$ cat config.mk
export PLATFORM = sky130hd
export DESIGN_NAME = csi_tim_regs
export DESIGN_NICKNAME = d
export VERILOG_FILES = /design/src/rtl/csi_tim_pkg.sv /design/src/rtl/csi_tim_regs.sv
export SDC_FILE = /design/constraint.sdc
export NUM_CORES = 1
export LEC_CHECK = 0
export BUFFER_PORTS_ARGS = -buffer_cell sky130_fd_sc_hd__buf_2
export CORE_MARGIN = 2
export CORE_UTILIZATION = 55
export CTS_BUF_LIST = sky130_fd_sc_hd__clkbuf_16
export DETAILED_ROUTE_END_ITERATION = 12
export GPL_ROUTABILITY_DRIVEN = 0
export GPL_TIMING_DRIVEN = 0
export PLACE_DENSITY = 0.89
export RECOVER_POWER = 25
export SYNTH_ARGS = -nofsm -noshare
export SYNTH_HDL_FRONTEND = slang
export SYNTH_SLANG_ARGS = --single-unit
$ cat constraint.sdc
create_clock -name pclk -period 2.2 [get_ports pclk]
set_input_delay 0.44 -clock pclk [delete_from_list [all_inputs] [get_ports pclk]]
set_output_delay 0.44 -clock pclk [all_outputs]
set_load 0.005 [all_outputs]
$ cat src/rtl/csi_tim_pkg.sv
// csi-2 transmit timing override register constants
// assumes an apb slave with 32-bit data and one word per register
package csi_tim_pkg;
   // ==========================================
   // register indices (byte address = 4 * index)
   localparam int NUM_ENT = 12;
   localparam logic [7:0] IDX_HS_TRAIL = 8'h46;
   localparam logic [7:0] IDX_HS_EXIT = 8'h47;
   localparam logic [7:0] IDX_PLX = 8'h48;
   localparam logic [7:0] IDX_RSVD_A = 8'h60;
   localparam logic [7:0] IDX_RSVD_I = 8'h68;
   localparam logic [7:0] IDX_RATE_CFG = 8'h70;
   localparam logic [7:0] ENT_IDX [NUM_ENT] = '{
      8'h46, 8'h47, 8'h48, 8'h60, 8'h61, 8'h62,
      8'h63, 8'h64, 8'h65, 8'h66, 8'h67, 8'h68};
   // ==========================================
   // field layout
   localparam int OV_BIT = 7;
   localparam int FLD_MSB = 6;
   localparam int RATE_MSB = 2;
   // ==========================================
   // reset values of the 7-bit value fields
   localparam logic [6:0] ENT_RST [NUM_ENT] = '{
      7'h08, 7'h0b, 7'h06, 7'h05, 7'h1b, 7'h0b,
      7'h0a, 7'h06, 7'h0c, 7'h08, 7'h0b, 7'h06};
   localparam logic OV_RST = 1'b0;
   // ==========================================
   // output lane rate codes
   typedef logic [2:0] rate_t;
   localparam rate_t RATE_400 = 3'h0;
   localparam rate_t RATE_800 = 3'h1;
   localparam rate_t RATE_1200 = 3'h2;
   localparam rate_t RATE_1500 = 3'h3;
   localparam rate_t RATE_1600 = 3'h4;
   localparam rate_t RATE_RST = RATE_800;
   localparam int NUM_RATES = 5;
   // ==========================================
   // derived timing per rate code, 800 Mbps entry equals reset value
   localparam logic [6:0] TRAIL_TBL [NUM_RATES] = '{
      7'h05, 7'h08, 7'h0b, 7'h0d, 7'h0e};
   localparam logic [6:0] EXIT_TBL [NUM_RATES] = '{
      7'h06, 7'h0b, 7'h10, 7'h14, 7'h15};
   localparam logic [6:0] PLX_TBL [NUM_RATES] = '{
      7'h04, 7'h06, 7'h08, 7'h0a, 7'h0b};
endpackage : csi_tim_pkg

$ cat src/rtl/csi_tim_regs.sv
// csi-2 d-phy transmit timing override registers behind apb
// assumes one clock pclk; the phy timing generator reads the value ports
//
// The APB register port was chosen for this implementation.
`timescale 1ns/1ps
module csi_tim_regs
   import csi_tim_pkg::*;
(
   // apb clock and reset
   input wire logic pclk,
   input wire logic presetn,
   // apb request
   input wire logic psel,
   input wire logic penable,
   input wire logic pwrite,
   input wire logic [11:0] paddr,
   input wire logic [31:0] pwdata,
   input wire logic [3:0] pstrb,
   // apb answer
   output logic pready,
   output logic [31:0] prdata,
   output logic pslverr,
   // timing to the phy
   output logic [2:0] lane_rate,
   output logic hs_trail_override_en,
   output logic [6:0] hs_trail_value,
   output logic hs_exit_override_en,
   output logic [6:0] hs_exit_value,
   output logic plx_override_en,
   output logic [6:0] plx_value
);

   // ==========================================
   // address decode
   logic [7:0] idx;
   logic mapped;
   logic setup;
   logic acc_wr;
   logic [NUM_ENT-1:0] ent_hit;
   logic rate_hit;
   logic [NUM_ENT-1:0] hit_wr;

   assign idx = paddr[9:2];
   assign setup = psel && !penable;
   assign acc_wr = psel && penable && pwrite && pstrb[0];
   assign rate_hit = (idx == IDX_RATE_CFG);

   // valid only on word aligned, in-range addresses
   always_comb begin
      mapped = rate_hit;
      if (paddr[11:10] != 2'b00 || paddr[1:0] != 2'b00) begin
         mapped = 1'b0;
      end else begin
         mapped = rate_hit || (ent_hit != '0);
      end
   end

   // ==========================================
   // lane rate select
   rate_t rate_q;

   // unsupported codes are dropped, rate keeps its value
   // a bad code keeps the old rate so the derived tables are never indexed past the end
   always_ff @(posedge pclk or negedge presetn) begin
      if (!presetn) begin
         rate_q <= RATE_RST;
      end else if (acc_wr && mapped && rate_hit) begin
         if (pwdata[RATE_MSB:0] < rate_t'(NUM_RATES)) begin
            rate_q <= pwdata[RATE_MSB:0];
         end
      end
   end

   assign lane_rate = rate_q;

   // ==========================================
   // automatically derived values
   logic [6:0] auto_val [NUM_ENT];

   // timing entries follow the rate, reserved ones their default
   always_comb begin
      for (int k = 0; k < NUM_ENT; k++) begin
         auto_val[k] = ENT_RST[k];
      end
      auto_val[0] = TRAIL_TBL[rate_q];
      auto_val[1] = EXIT_TBL[rate_q];
      auto_val[2] = PLX_TBL[rate_q];
   end

   // ==========================================
   // override bit and value field per entry
   logic ov_q [NUM_ENT];
   logic [6:0] fld_q [NUM_ENT];

   genvar g;
   generate
      for (g = 0; g < NUM_ENT; g++) begin : g_ent
         assign ent_hit[g] = (idx == ENT_IDX[g]);
         assign hit_wr[g] = acc_wr && mapped && ent_hit[g];

         // top bit is plain read/write
         always_ff @(posedge pclk or negedge presetn) begin
            if (!presetn) begin
               ov_q[g] <= OV_RST;
            end else if (hit_wr[g]) begin
               ov_q[g] <= pwdata[OV_BIT];
            end
         end

         // field tracks auto value until override, then holds writes
         always_ff @(posedge pclk or negedge presetn) begin
            if (!presetn) begin
               fld_q[g] <= ENT_RST[g];
            end else if (!ov_q[g]) begin
               fld_q[g] <= auto_val[g];
            end else if (hit_wr[g]) begin
               fld_q[g] <= pwdata[FLD_MSB:0];
            end
         end
      end
   endgenerate

   // effective values handed to the phy timing generator
   assign hs_trail_override_en = ov_q[0];
   assign hs_trail_value = fld_q[0];
   assign hs_exit_override_en = ov_q[1];
   assign hs_exit_value = fld_q[1];
   assign plx_override_en = ov_q[2];
   assign plx_value = fld_q[2];

   // ==========================================
   // read data and error, captured in the setup cycle
   logic [31:0] rd_d;
   logic [31:0] prdata_q;
   logic pslverr_q;

   // select the addressed register, upper bits read zero
   always_comb begin
      rd_d = 32'h0000_0000;
      if (rate_hit) begin
         rd_d[RATE_MSB:0] = rate_q;
      end
      for (int k = 0; k < NUM_ENT; k++) begin
         if (ent_hit[k]) begin
            rd_d[7:0] = {ov_q[k], fld_q[k]};
         end
      end
      if (!mapped) begin
         rd_d = 32'h0000_0000;
      end
   end

   // answer is ready in the access cycle that follows setup
   always_ff @(posedge pclk or negedge presetn) begin
      if (!presetn) begin
         prdata_q <= 32'h0000_0000;
         pslverr_q <= 1'b0;
      end else if (setup) begin
         prdata_q <= pwrite ? 32'h0000_0000 : rd_d;
         pslverr_q <= !mapped;
      end
   end

   assign pready = 1'b1;
   assign prdata = prdata_q;
   assign pslverr = pslverr_q && psel && penable;

   // ==========================================
   // assertions
   // all properties sample on pclk and stay quiet while presetn is low
   // field values lag the derived value by one cycle, hence the |=> forms
   property p_trail_auto;
      @(posedge pclk) disable iff (!presetn)
      !ov_q[0] |=> hs_trail_value == $past(auto_val[0]);
   endproperty
   a_trail_auto: assert property (p_trail_auto)
      else $error("trail value did not follow derived value");

   property p_trail_ovr_wr;
      @(posedge pclk) disable iff (!presetn)
      ov_q[0] && hit_wr[0] |=> hs_trail_value == $past(pwdata[6:0]);
   endproperty
   a_trail_ovr_wr: assert property (p_trail_ovr_wr)
      else $error("trail write under override not stored");

   property p_trail_hold;
      @(posedge pclk) disable iff (!presetn)
      ov_q[0] && !hit_wr[0] |=> $stable(hs_trail_value);
   endproperty
   a_trail_hold: assert property (p_trail_hold)
      else $error("overridden trail value changed");

   property p_exit_ovr_wr;
      @(posedge pclk) disable iff (!presetn)
      ov_q[1] && hit_wr[1] |=> hs_exit_value == $past(pwdata[6:0]);
   endproperty
   a_exit_ovr_wr: assert property (p_exit_ovr_wr)
      else $error("exit write under override not stored");

   property p_exit_ro;
      @(posedge pclk) disable iff (!presetn)
      !ov_q[1] && hit_wr[1] |=> hs_exit_value == $past(auto_val[1]);
   endproperty
   a_exit_ro: assert property (p_exit_ro)
      else $error("exit write taken while automatic");

   property p_plx_ovr_wr;
      @(posedge pclk) disable iff (!presetn)
      ov_q[2] && hit_wr[2] |=> plx_value == $past(pwdata[6:0]);
   endproperty
   a_plx_ovr_wr: assert property (p_plx_ovr_wr)
      else $error("plx write under override not stored");

   property p_plx_ro;
      @(posedge pclk) disable iff (!presetn)
      !ov_q[2] && hit_wr[2] |=> plx_value == $past(auto_val[2]);
   endproperty
   a_plx_ro: assert property (p_plx_ro)
      else $error("plx write taken while automatic");

   property p_rate_follow;
      @(posedge pclk) disable iff (!presetn)
      $changed(rate_q) && rate_q == RATE_1600 && !ov_q[1]
      |=> hs_exit_value == EXIT_TBL[4];
   endproperty
   a_rate_follow: assert property (p_rate_follow)
      else $error("exit value did not follow new lane rate");

   property p_rsvd_read;
      @(posedge pclk) disable iff (!presetn)
      setup && !pwrite && paddr == {2'b00, IDX_RSVD_A, 2'b00} && !ov_q[3]
      |=> psel && penable ##0 prdata[7:0] == {1'b0, ENT_RST[3]};
   endproperty
   a_rsvd_read: assert property (p_rsvd_read)
      else $error("reserved register read not its default");

   property p_rsvd_top;
      @(posedge pclk) disable iff (!presetn)
      hit_wr[11] |=> ov_q[11] == $past(pwdata[7]);
   endproperty
   a_rsvd_top: assert property (p_rsvd_top)
      else $error("reserved top bit write lost");

   property p_unmapped_err;
      @(posedge pclk) disable iff (!presetn)
      setup && !mapped |=> (psel && penable) |-> pslverr && prdata == 32'h0;
   endproperty
   a_unmapped_err: assert property (p_unmapped_err)
      else $error("unmapped access not flagged");

   property p_trail_ro;
      @(posedge pclk) disable iff (!presetn)
      !ov_q[0] && hit_wr[0] |=> hs_trail_value == $past(auto_val[0]);
   endproperty
   a_trail_ro: assert property (p_trail_ro)
      else $error("trail write taken while automatic");

   property p_exit_auto;
      @(posedge pclk) disable iff (!presetn)
      !ov_q[1] |=> hs_exit_value == $past(auto_val[1]);
   endproperty
   a_exit_auto: assert property (p_exit_auto)
      else $error("exit value did not follow derived value");

   property p_exit_hold;
      @(posedge pclk) disable iff (!presetn)
      ov_q[1] && !hit_wr[1] |=> $stable(hs_exit_value);
   endproperty
   a_exit_hold: assert property (p_exit_hold)
      else $error("overridden exit value changed");

   property p_plx_auto;
      @(posedge pclk) disable iff (!presetn)
      !ov_q[2] |=> plx_value == $past(auto_val[2]);
   endproperty
   a_plx_auto: assert property (p_plx_auto)
      else $error("plx value did not follow derived value");

   property p_plx_hold;
      @(posedge pclk) disable iff (!presetn)
      ov_q[2] && !hit_wr[2] |=> $stable(plx_value);
   endproperty
   a_plx_hold: assert property (p_plx_hold)
      else $error("overridden plx value changed");

   property p_rate_bad;
      @(posedge pclk) disable iff (!presetn)
      acc_wr && mapped && rate_hit && pwdata[RATE_MSB:0] > RATE_1600
      |=> $stable(rate_q);
   endproperty
   a_rate_bad: assert property (p_rate_bad)
      else $error("unsupported lane rate code taken");

   property p_plx_rate;
      @(posedge pclk) disable iff (!presetn)
      $changed(rate_q) && rate_q == RATE_400 && !ov_q[2]
      |=> plx_value == PLX_TBL[0];
   endproperty
   a_plx_rate: assert property (p_plx_rate)
      else $error("plx value did not follow new lane rate");

   property p_rsvd_ro;
      @(posedge pclk) disable iff (!presetn)
      !ov_q[3] && hit_wr[3] |=> fld_q[3] == ENT_RST[3];
   endproperty
   a_rsvd_ro: assert property (p_rsvd_ro)
      else $error("reserved field write taken while top bit clear");

   property p_rsvd_hold;
      @(posedge pclk) disable iff (!presetn)
      ov_q[3] && !hit_wr[3] |=> $stable(fld_q[3]);
   endproperty
   a_rsvd_hold: assert property (p_rsvd_hold)
      else $error("reserved field changed without a write");

   property p_rd_upper;
      @(posedge pclk) disable iff (!presetn)
      psel && penable && !pwrite |-> prdata[31:8] == 24'h00_0000;
   endproperty
   a_rd_upper: assert property (p_rd_upper)
      else $error("read data upper bits not zero");

   // ==========================================
   // scenario coverage
   // main scenarios: override write, rate change, bad address, reserved write
   c_trail_ovr: cover property (@(posedge pclk) disable iff (!presetn)
      ov_q[0] && hit_wr[0]);
   c_rate_chg: cover property (@(posedge pclk) disable iff (!presetn)
      $changed(rate_q) && !ov_q[2]);
   c_unmapped: cover property (@(posedge pclk) disable iff (!presetn)
      pslverr);
   c_rsvd_wr: cover property (@(posedge pclk) disable iff (!presetn)
      hit_wr[3] && ov_q[3]);

endmodule : csi_tim_regs

==> impl_metrics.toml, run 1 <==
[outcome]
status = "finished, violations left"
violations = "capacitance limit, slew limit, setup timing"

[critical_path]
cpPeakStageDelay_ps = 610
critPathArrivalTime_ps = 2520
path_class = "in2reg"
critical-path-top-delay-family = "simple AND/OR/NAND/NOR gates"
critPathRequiredTime_ps = 2490
cp_cell_sequence = "buf_12, or4b_4, nor3_4, a222oi_1, and3_1, or4_4, a22oi_2"
cp-start-kind = "primary input"
path_buf_inv = 1
endpoint_kind = "flop"
crit_path_top_delay_cell = "or4b_4"
worstPathMaxFanout = 7

[yosys]
async_flop_share_pct = 100
ys_seq_area_share_pct = 43.4
synth_top_area_cell = "dfrtp_1"
ys_ff_latch = 108
synthFlopType = "dfrtp_1"
synthDistinctLibCells = 64
synth_top_area_share_pct = 31.7
synthTopCellsByCount = "nand2_1, dfrtp_1, buf_4"
yosys-top-cells-area = "dfrtp_1, dfstp_2, nand2_1"
yosysWarnings = 0
syn_area_mm2 = 0.00631
synth_edf_count = 0
synthCells = 701
synthMostInstantiatedCell = "nand2_1"
avgSynthCellArea_um2 = 9.00

[drt]
drtIter0Drc = 884
via_per_inst = 6.32
wl_per_cell_um = 20.2
drtPass1Iterations = 11
num_vias = 5999
drc = 0
ant_nets = 0
routed_wl_um = 19200

[timing]
setup_ws_ps = -31.5
min_period_ps = 2230
min_period_over_period_pct = 101
tightestPinTransition_ps = 1630
rsz0062_at_grt = "true"
max_freq_mhz = 448
hold-worst-slack_ps = 353
final_max_slew_viol_count = 63
finalSetupViolCount = 3
max-slew-margin-rel_pct = -8.41
hold_violations = 0
clock_skew_ps = 8.09

[finish]
drive_above_1_share_pct = 27.8
post-route-util_pct = 66.3
antenna_cells = 0
syn_to_final_growth_pct = 18.9
final_nets = 857
stdcell_count = 949

[cts]
root_buffer = "clkbuf_16"
path_clk_slew_ps = 80
clkLatencyLatePin_ps = 360
cts_tree = "yes"
cts_buffers = 9
clockBufferDepth = 2
h-tree-depth = 3
numClockSinks = 108

[placement]
dp.final_hpwl_um = 13000
port_buffers = 58
dp_cells = 926
post-place-ws_ps = -781

[global_routing]
antenna_found_initial = 0
grt_pass1_wl_um = 29400
grt_pass1_vias = 5459
grt_use_total_pct = 30.0
grt_max_degree = 64
overflow = 0

[floorplan]
start_util_pct = 55.7
dieArea_mm2 = 0.0123
die_x_um = 111
row_count = 39
core_mm2 = 0.0113
die_y_um = 111
ioPinCount = 114

[hold_path]
hold_class = "in2reg"

[job]
drv_cap = 1

[power]
irDropWorstVdd_mv = 0.426
power_leakage_uw = 0.00337
power_density_mw_per_mm2 = 560
==> registers in the layout (all words and copies together) (netlist names) <==
name / flops
pslverr_q: 1
lane_rate: 3
hs_trail_value: 7
ov_q: 9
plx_value: 7
hs_trail_override_en: 1
fld_q: 63
hs_exit_value: 7
hs_exit_override_en: 1
plx_override_en: 1
prdata: 8
==> power by group <==
group          internal, uW  switching [uW]
combinational           120             227
clock                  1110             754
sequential             1990           0.358
total                  3220             981
==> path summary, 6_finish.rpt <==
path	start	slack, ps	cells past startpoint	endpoint
max in group asynchronous	presetn	700	2	fld_q[2]
worst max register to register	fld_q[56]	400	6	prdata[0]
worst min register to register	prdata[1]	490	2	prdata[1]
worst max-delay path	paddr[6]	-30	7	prdata[4]
worst min-delay path	pwdata[7]	350	2	ov_q[0]
min in group asynchronous	presetn	500	1	hs_trail_value[4]
==> per-layer routing <==
layer  track usage, %  wire, um  part of all wire [%]
met3             8.09      2440                    13
met5                0         0                     0
met2             45.7      8620                    45
met4             13.3       966                   5.0
met1             40.6      7130                    37
==> cell usage in the layout, fill, tap and decap left out, types with 24 or more instances in the layout <==
| cell type | n |
|---|---|
| a21boi_0 | 36 |
| a21oi_1 | 24 |
| buf_2 | 61 |
| buf_4 | 53 |
| conb_1 | 25 |
| dfrtp_1 | 80 |
| dfstp_2 | 28 |
| mux2i_1 | 37 |
| nand2_1 | 161 |
| nand3_1 | 26 |
==> metrics by stage <==
stage	power, uW	TNS [ps]	area [um^2]
floorplan	2200	-85.6	6490
global placement	2330	-75940	6960
detailed placement	2340	-38820	6990
CTS	4170	-14.5	7410
global route	4300	-335	7510
finish	4200	-51.3	7510
==> what timing repair did <==
action / in CTS / in global routing
pin swaps: 2 / 9
resized for setup: 15 / 24
setup buffers: 3 / 4
endpoints found under the hold margin: 0 / 0
setup endpoints to repair: 52 / 38
gates cloned: 0 / 0
hold buffers: 0 / 0
==> kinds of logic (layout without fill, tap and decap cells) <==
| family | count (synthesis) | after routing | synth area share, % |
|---|---|---|---|
| DFF | 108 | 108 | 43.4 |
| muxes | 55 | 55 | 9.79 |
| AOI/OAI and AO/OA | 132 | 132 | 14.5 |
| and+or+nand+nor | 309 | 309 | 23.2 |
| other | 2 | 25 | 0.119 |
| adders and majority gates | 3 | 3 | 0.595 |
| buffers and inverters | 92 | 174 | 8.41 |
==> area by class of cell <==
cell class,instances,area [um^2]
Inverter,4,15.0
Sequential cell,108,2740
Buffer,88,577
Timing Repair Buffer,66,385
Tap cell,143,179
Multi-Input combinational cell,524,3270
Clock inverter,7,114
Fill cell,857,3810
Clock buffer,9,225
No activity file was read; power rests on OpenSTA's default activity.
==> run 2, diff against run 1 <==
==> constraint.sdc (replaced) <==
create_clock -name pclk -period 2.6 [get_ports pclk]
set_input_delay 0.52 -clock pclk [delete_from_list [all_inputs] [get_ports pclk]]
set_output_delay 0.52 -clock pclk [all_outputs]
set_load 0.005 [all_outputs]
==> impl_metrics.toml, run 2 (synthesized netlist as in run 1, its figures left out) <==
[floorplan]
dieArea_mm2 = 0.0123
start_util_pct = 55.7
die_x_um = 111
core_mm2 = 0.0113
row_count = 39
die_y_um = 111
ioPinCount = 114

[drt]
wl_per_cell_um = 19.7
ant_nets = 0
drtIter0Drc = 804
drtPass1Iterations = 9
drc = 0
via_per_inst = 6.09
routed_wl_um = 18600
num_vias = 5745

[timing]
final.setup.tns_ps = 0
min_period_ps = 2560
max_freq_mhz = 391
final_max_slew_viol_count = 40
tightestPinTransition_ps = 2290
min_period_over_period_pct = 98.3
clock_skew_ps = 5.86
setup_ws_ps = 43.2
rsz0062_at_grt = "true"
max-slew-margin-rel_pct = -52.5
finalSetupViolCount = 0
hold_violations = 0

[cts]
h-tree-depth = 3
clockBufferDepth = 2
hold_buffers = 0
path_clk_slew_ps = 70
cts_tree = "yes"
clkLatencyLatePin_ps = 350
numClockSinks = 108
root_buffer = "clkbuf_16"
cts_buffers = 9

[finish]
layout_commonest_cell = "nand2_1"
n_fill_cell = 871
largest_reg_flops = 63
final_cell_area_mm2 = 0.00729
final_nets = 851
antenna_cells = 0
drive_above_1_share_pct = 25.1
layout_common_cells = "nand2_1, dfrtp_1, buf_2"
multi_input_area_mm2 = 0.00316
regMostFlops = "fld_q"
seq_area_mm2 = 0.00274
syn_to_final_growth_pct = 15.5

[global_routing]
grt_pass1_wl_um = 29800
top_usage_layer = "met2"
grt_use_total_pct = 30.6
grt_max_degree = 70
grt_pass1_vias = 5589
grtUsageMet1_pct = 39.8
grt.met2_usage_pct = 45.7
use_met3_pct = 9.29
antenna_found_initial = 0
overflow = 0

[critical_path]
worstReg2RegStart = "lane_rate[0]"
cp-start-kind = "primary input"
critPathArrivalTime_ps = 2760
path_class = "in2reg"
cpPeakStageDelay_ps = 470
cp_cell_sequence = "buf_2, nand4bb_1, nor3_4, clkbuf_2, a32o_1, a311oi_1, a311oi_1, o21ai_0"
worstPathMaxFanout = 10
crit_top_cell = "a311oi_1"
endpoint_kind = "flop"
critical-path-top-delay-family = "simple AND/OR/NAND/NOR gates"
crit_path_top_delay_cell = "nand4bb_1"
path_buf_inv = 2
critPathRequiredTime_ps = 2800
crit_start = "paddr[9]"

[power]
power_density_mw_per_mm2 = 488
power_leakage_uw = 0.00324
totalPowerFinal_uw = 3550
irDropWorstVdd_mv = 0.402

[job]
drv_cap = 1

[placement]
post-place-ws_ps = -520
dp.final_hpwl_um = 12900
port_buffers = 58
placed_cell_area_mm2 = 0.00690

[hold_path]
hold_class = "in2reg"
hp-start = "pwdata[7]"

[outcome]
status = "finished, violations left"
violations = "capacitance limit, slew limit"
[run 2: cell types whose count changed in the layout (fill, tap and decap cells not counted), moves of 3 or more]
cell	delta
clkbuf_4	-3
clkbuf_8	-3
or4_1	+4
nor3_4	-3
buf_4	-6
or4_4	-4
nor3_2	+3
clkbuf_1	+6
nor2_4	-4
nor2_2	+3
[run 2: per-layer routing]
| metal | vias to the layer above | wire length [um] |
|---|---|---|
| met5 | - | 0 |
| met4 | 0 | 1160 |
| met3 | 112 | 2040 |
| met2 | 402 | 8140 |
| met1 | 2671 | 7220 |
| li1 | 2560 | - |
[run 2: timing repair]
action	in CTS	in global routing
gates cloned	0	0
setup endpoints to repair	36	29
pin swaps	1	0
gates resized for setup	5	11
buffers inserted	1	0
[run 2: report_power, final]
| part | switching [uW] | internal, uW | total, uW |
|---|---|---|---|
| clock network | 650 | 949 | 1600 |
| registers | 0.297 | 1680 | 1680 |
| logic | 186 | 88.9 | 275 |
| total | 836 | 2720 | 3550 |
[run 2: worst paths after layout]
path | endpoint | slack, ps | cells past startpoint
worst max-delay path | prdata[0] | 40 | 8
worst min-delay path | ov_q[6] | 430 | 2
worst max register to register | prdata[0] | 650 | 6
worst min register to register | fld_q[38] | 490 | 2
max in group asynchronous | prdata[2] | 450 | 1
min in group asynchronous | fld_q[59] | 840 | 1
[run 2: stage by stage]
stage          utilization (%)  hold slack [ps]  cells
4_1_cts                   64.2              169    943
3_5_place_dp              60.9              474    926
6_report                  64.4              428    943
5_1_grt                   64.4              446    943
2_1_floorplan                -              224    724
3_3_place_gp              60.7              459    925
[run 2: final cells by class]
type	instances	share of cell area, %
Timing Repair Buffer	60	4.45
Multi-Input combinational cell	524	43.4
Inverter	4	0.206
Clock buffer	9	3.09
Tap cell	143	2.46
Sequential cell	108	37.6
Buffer	88	7.18
Clock inverter	7	1.67
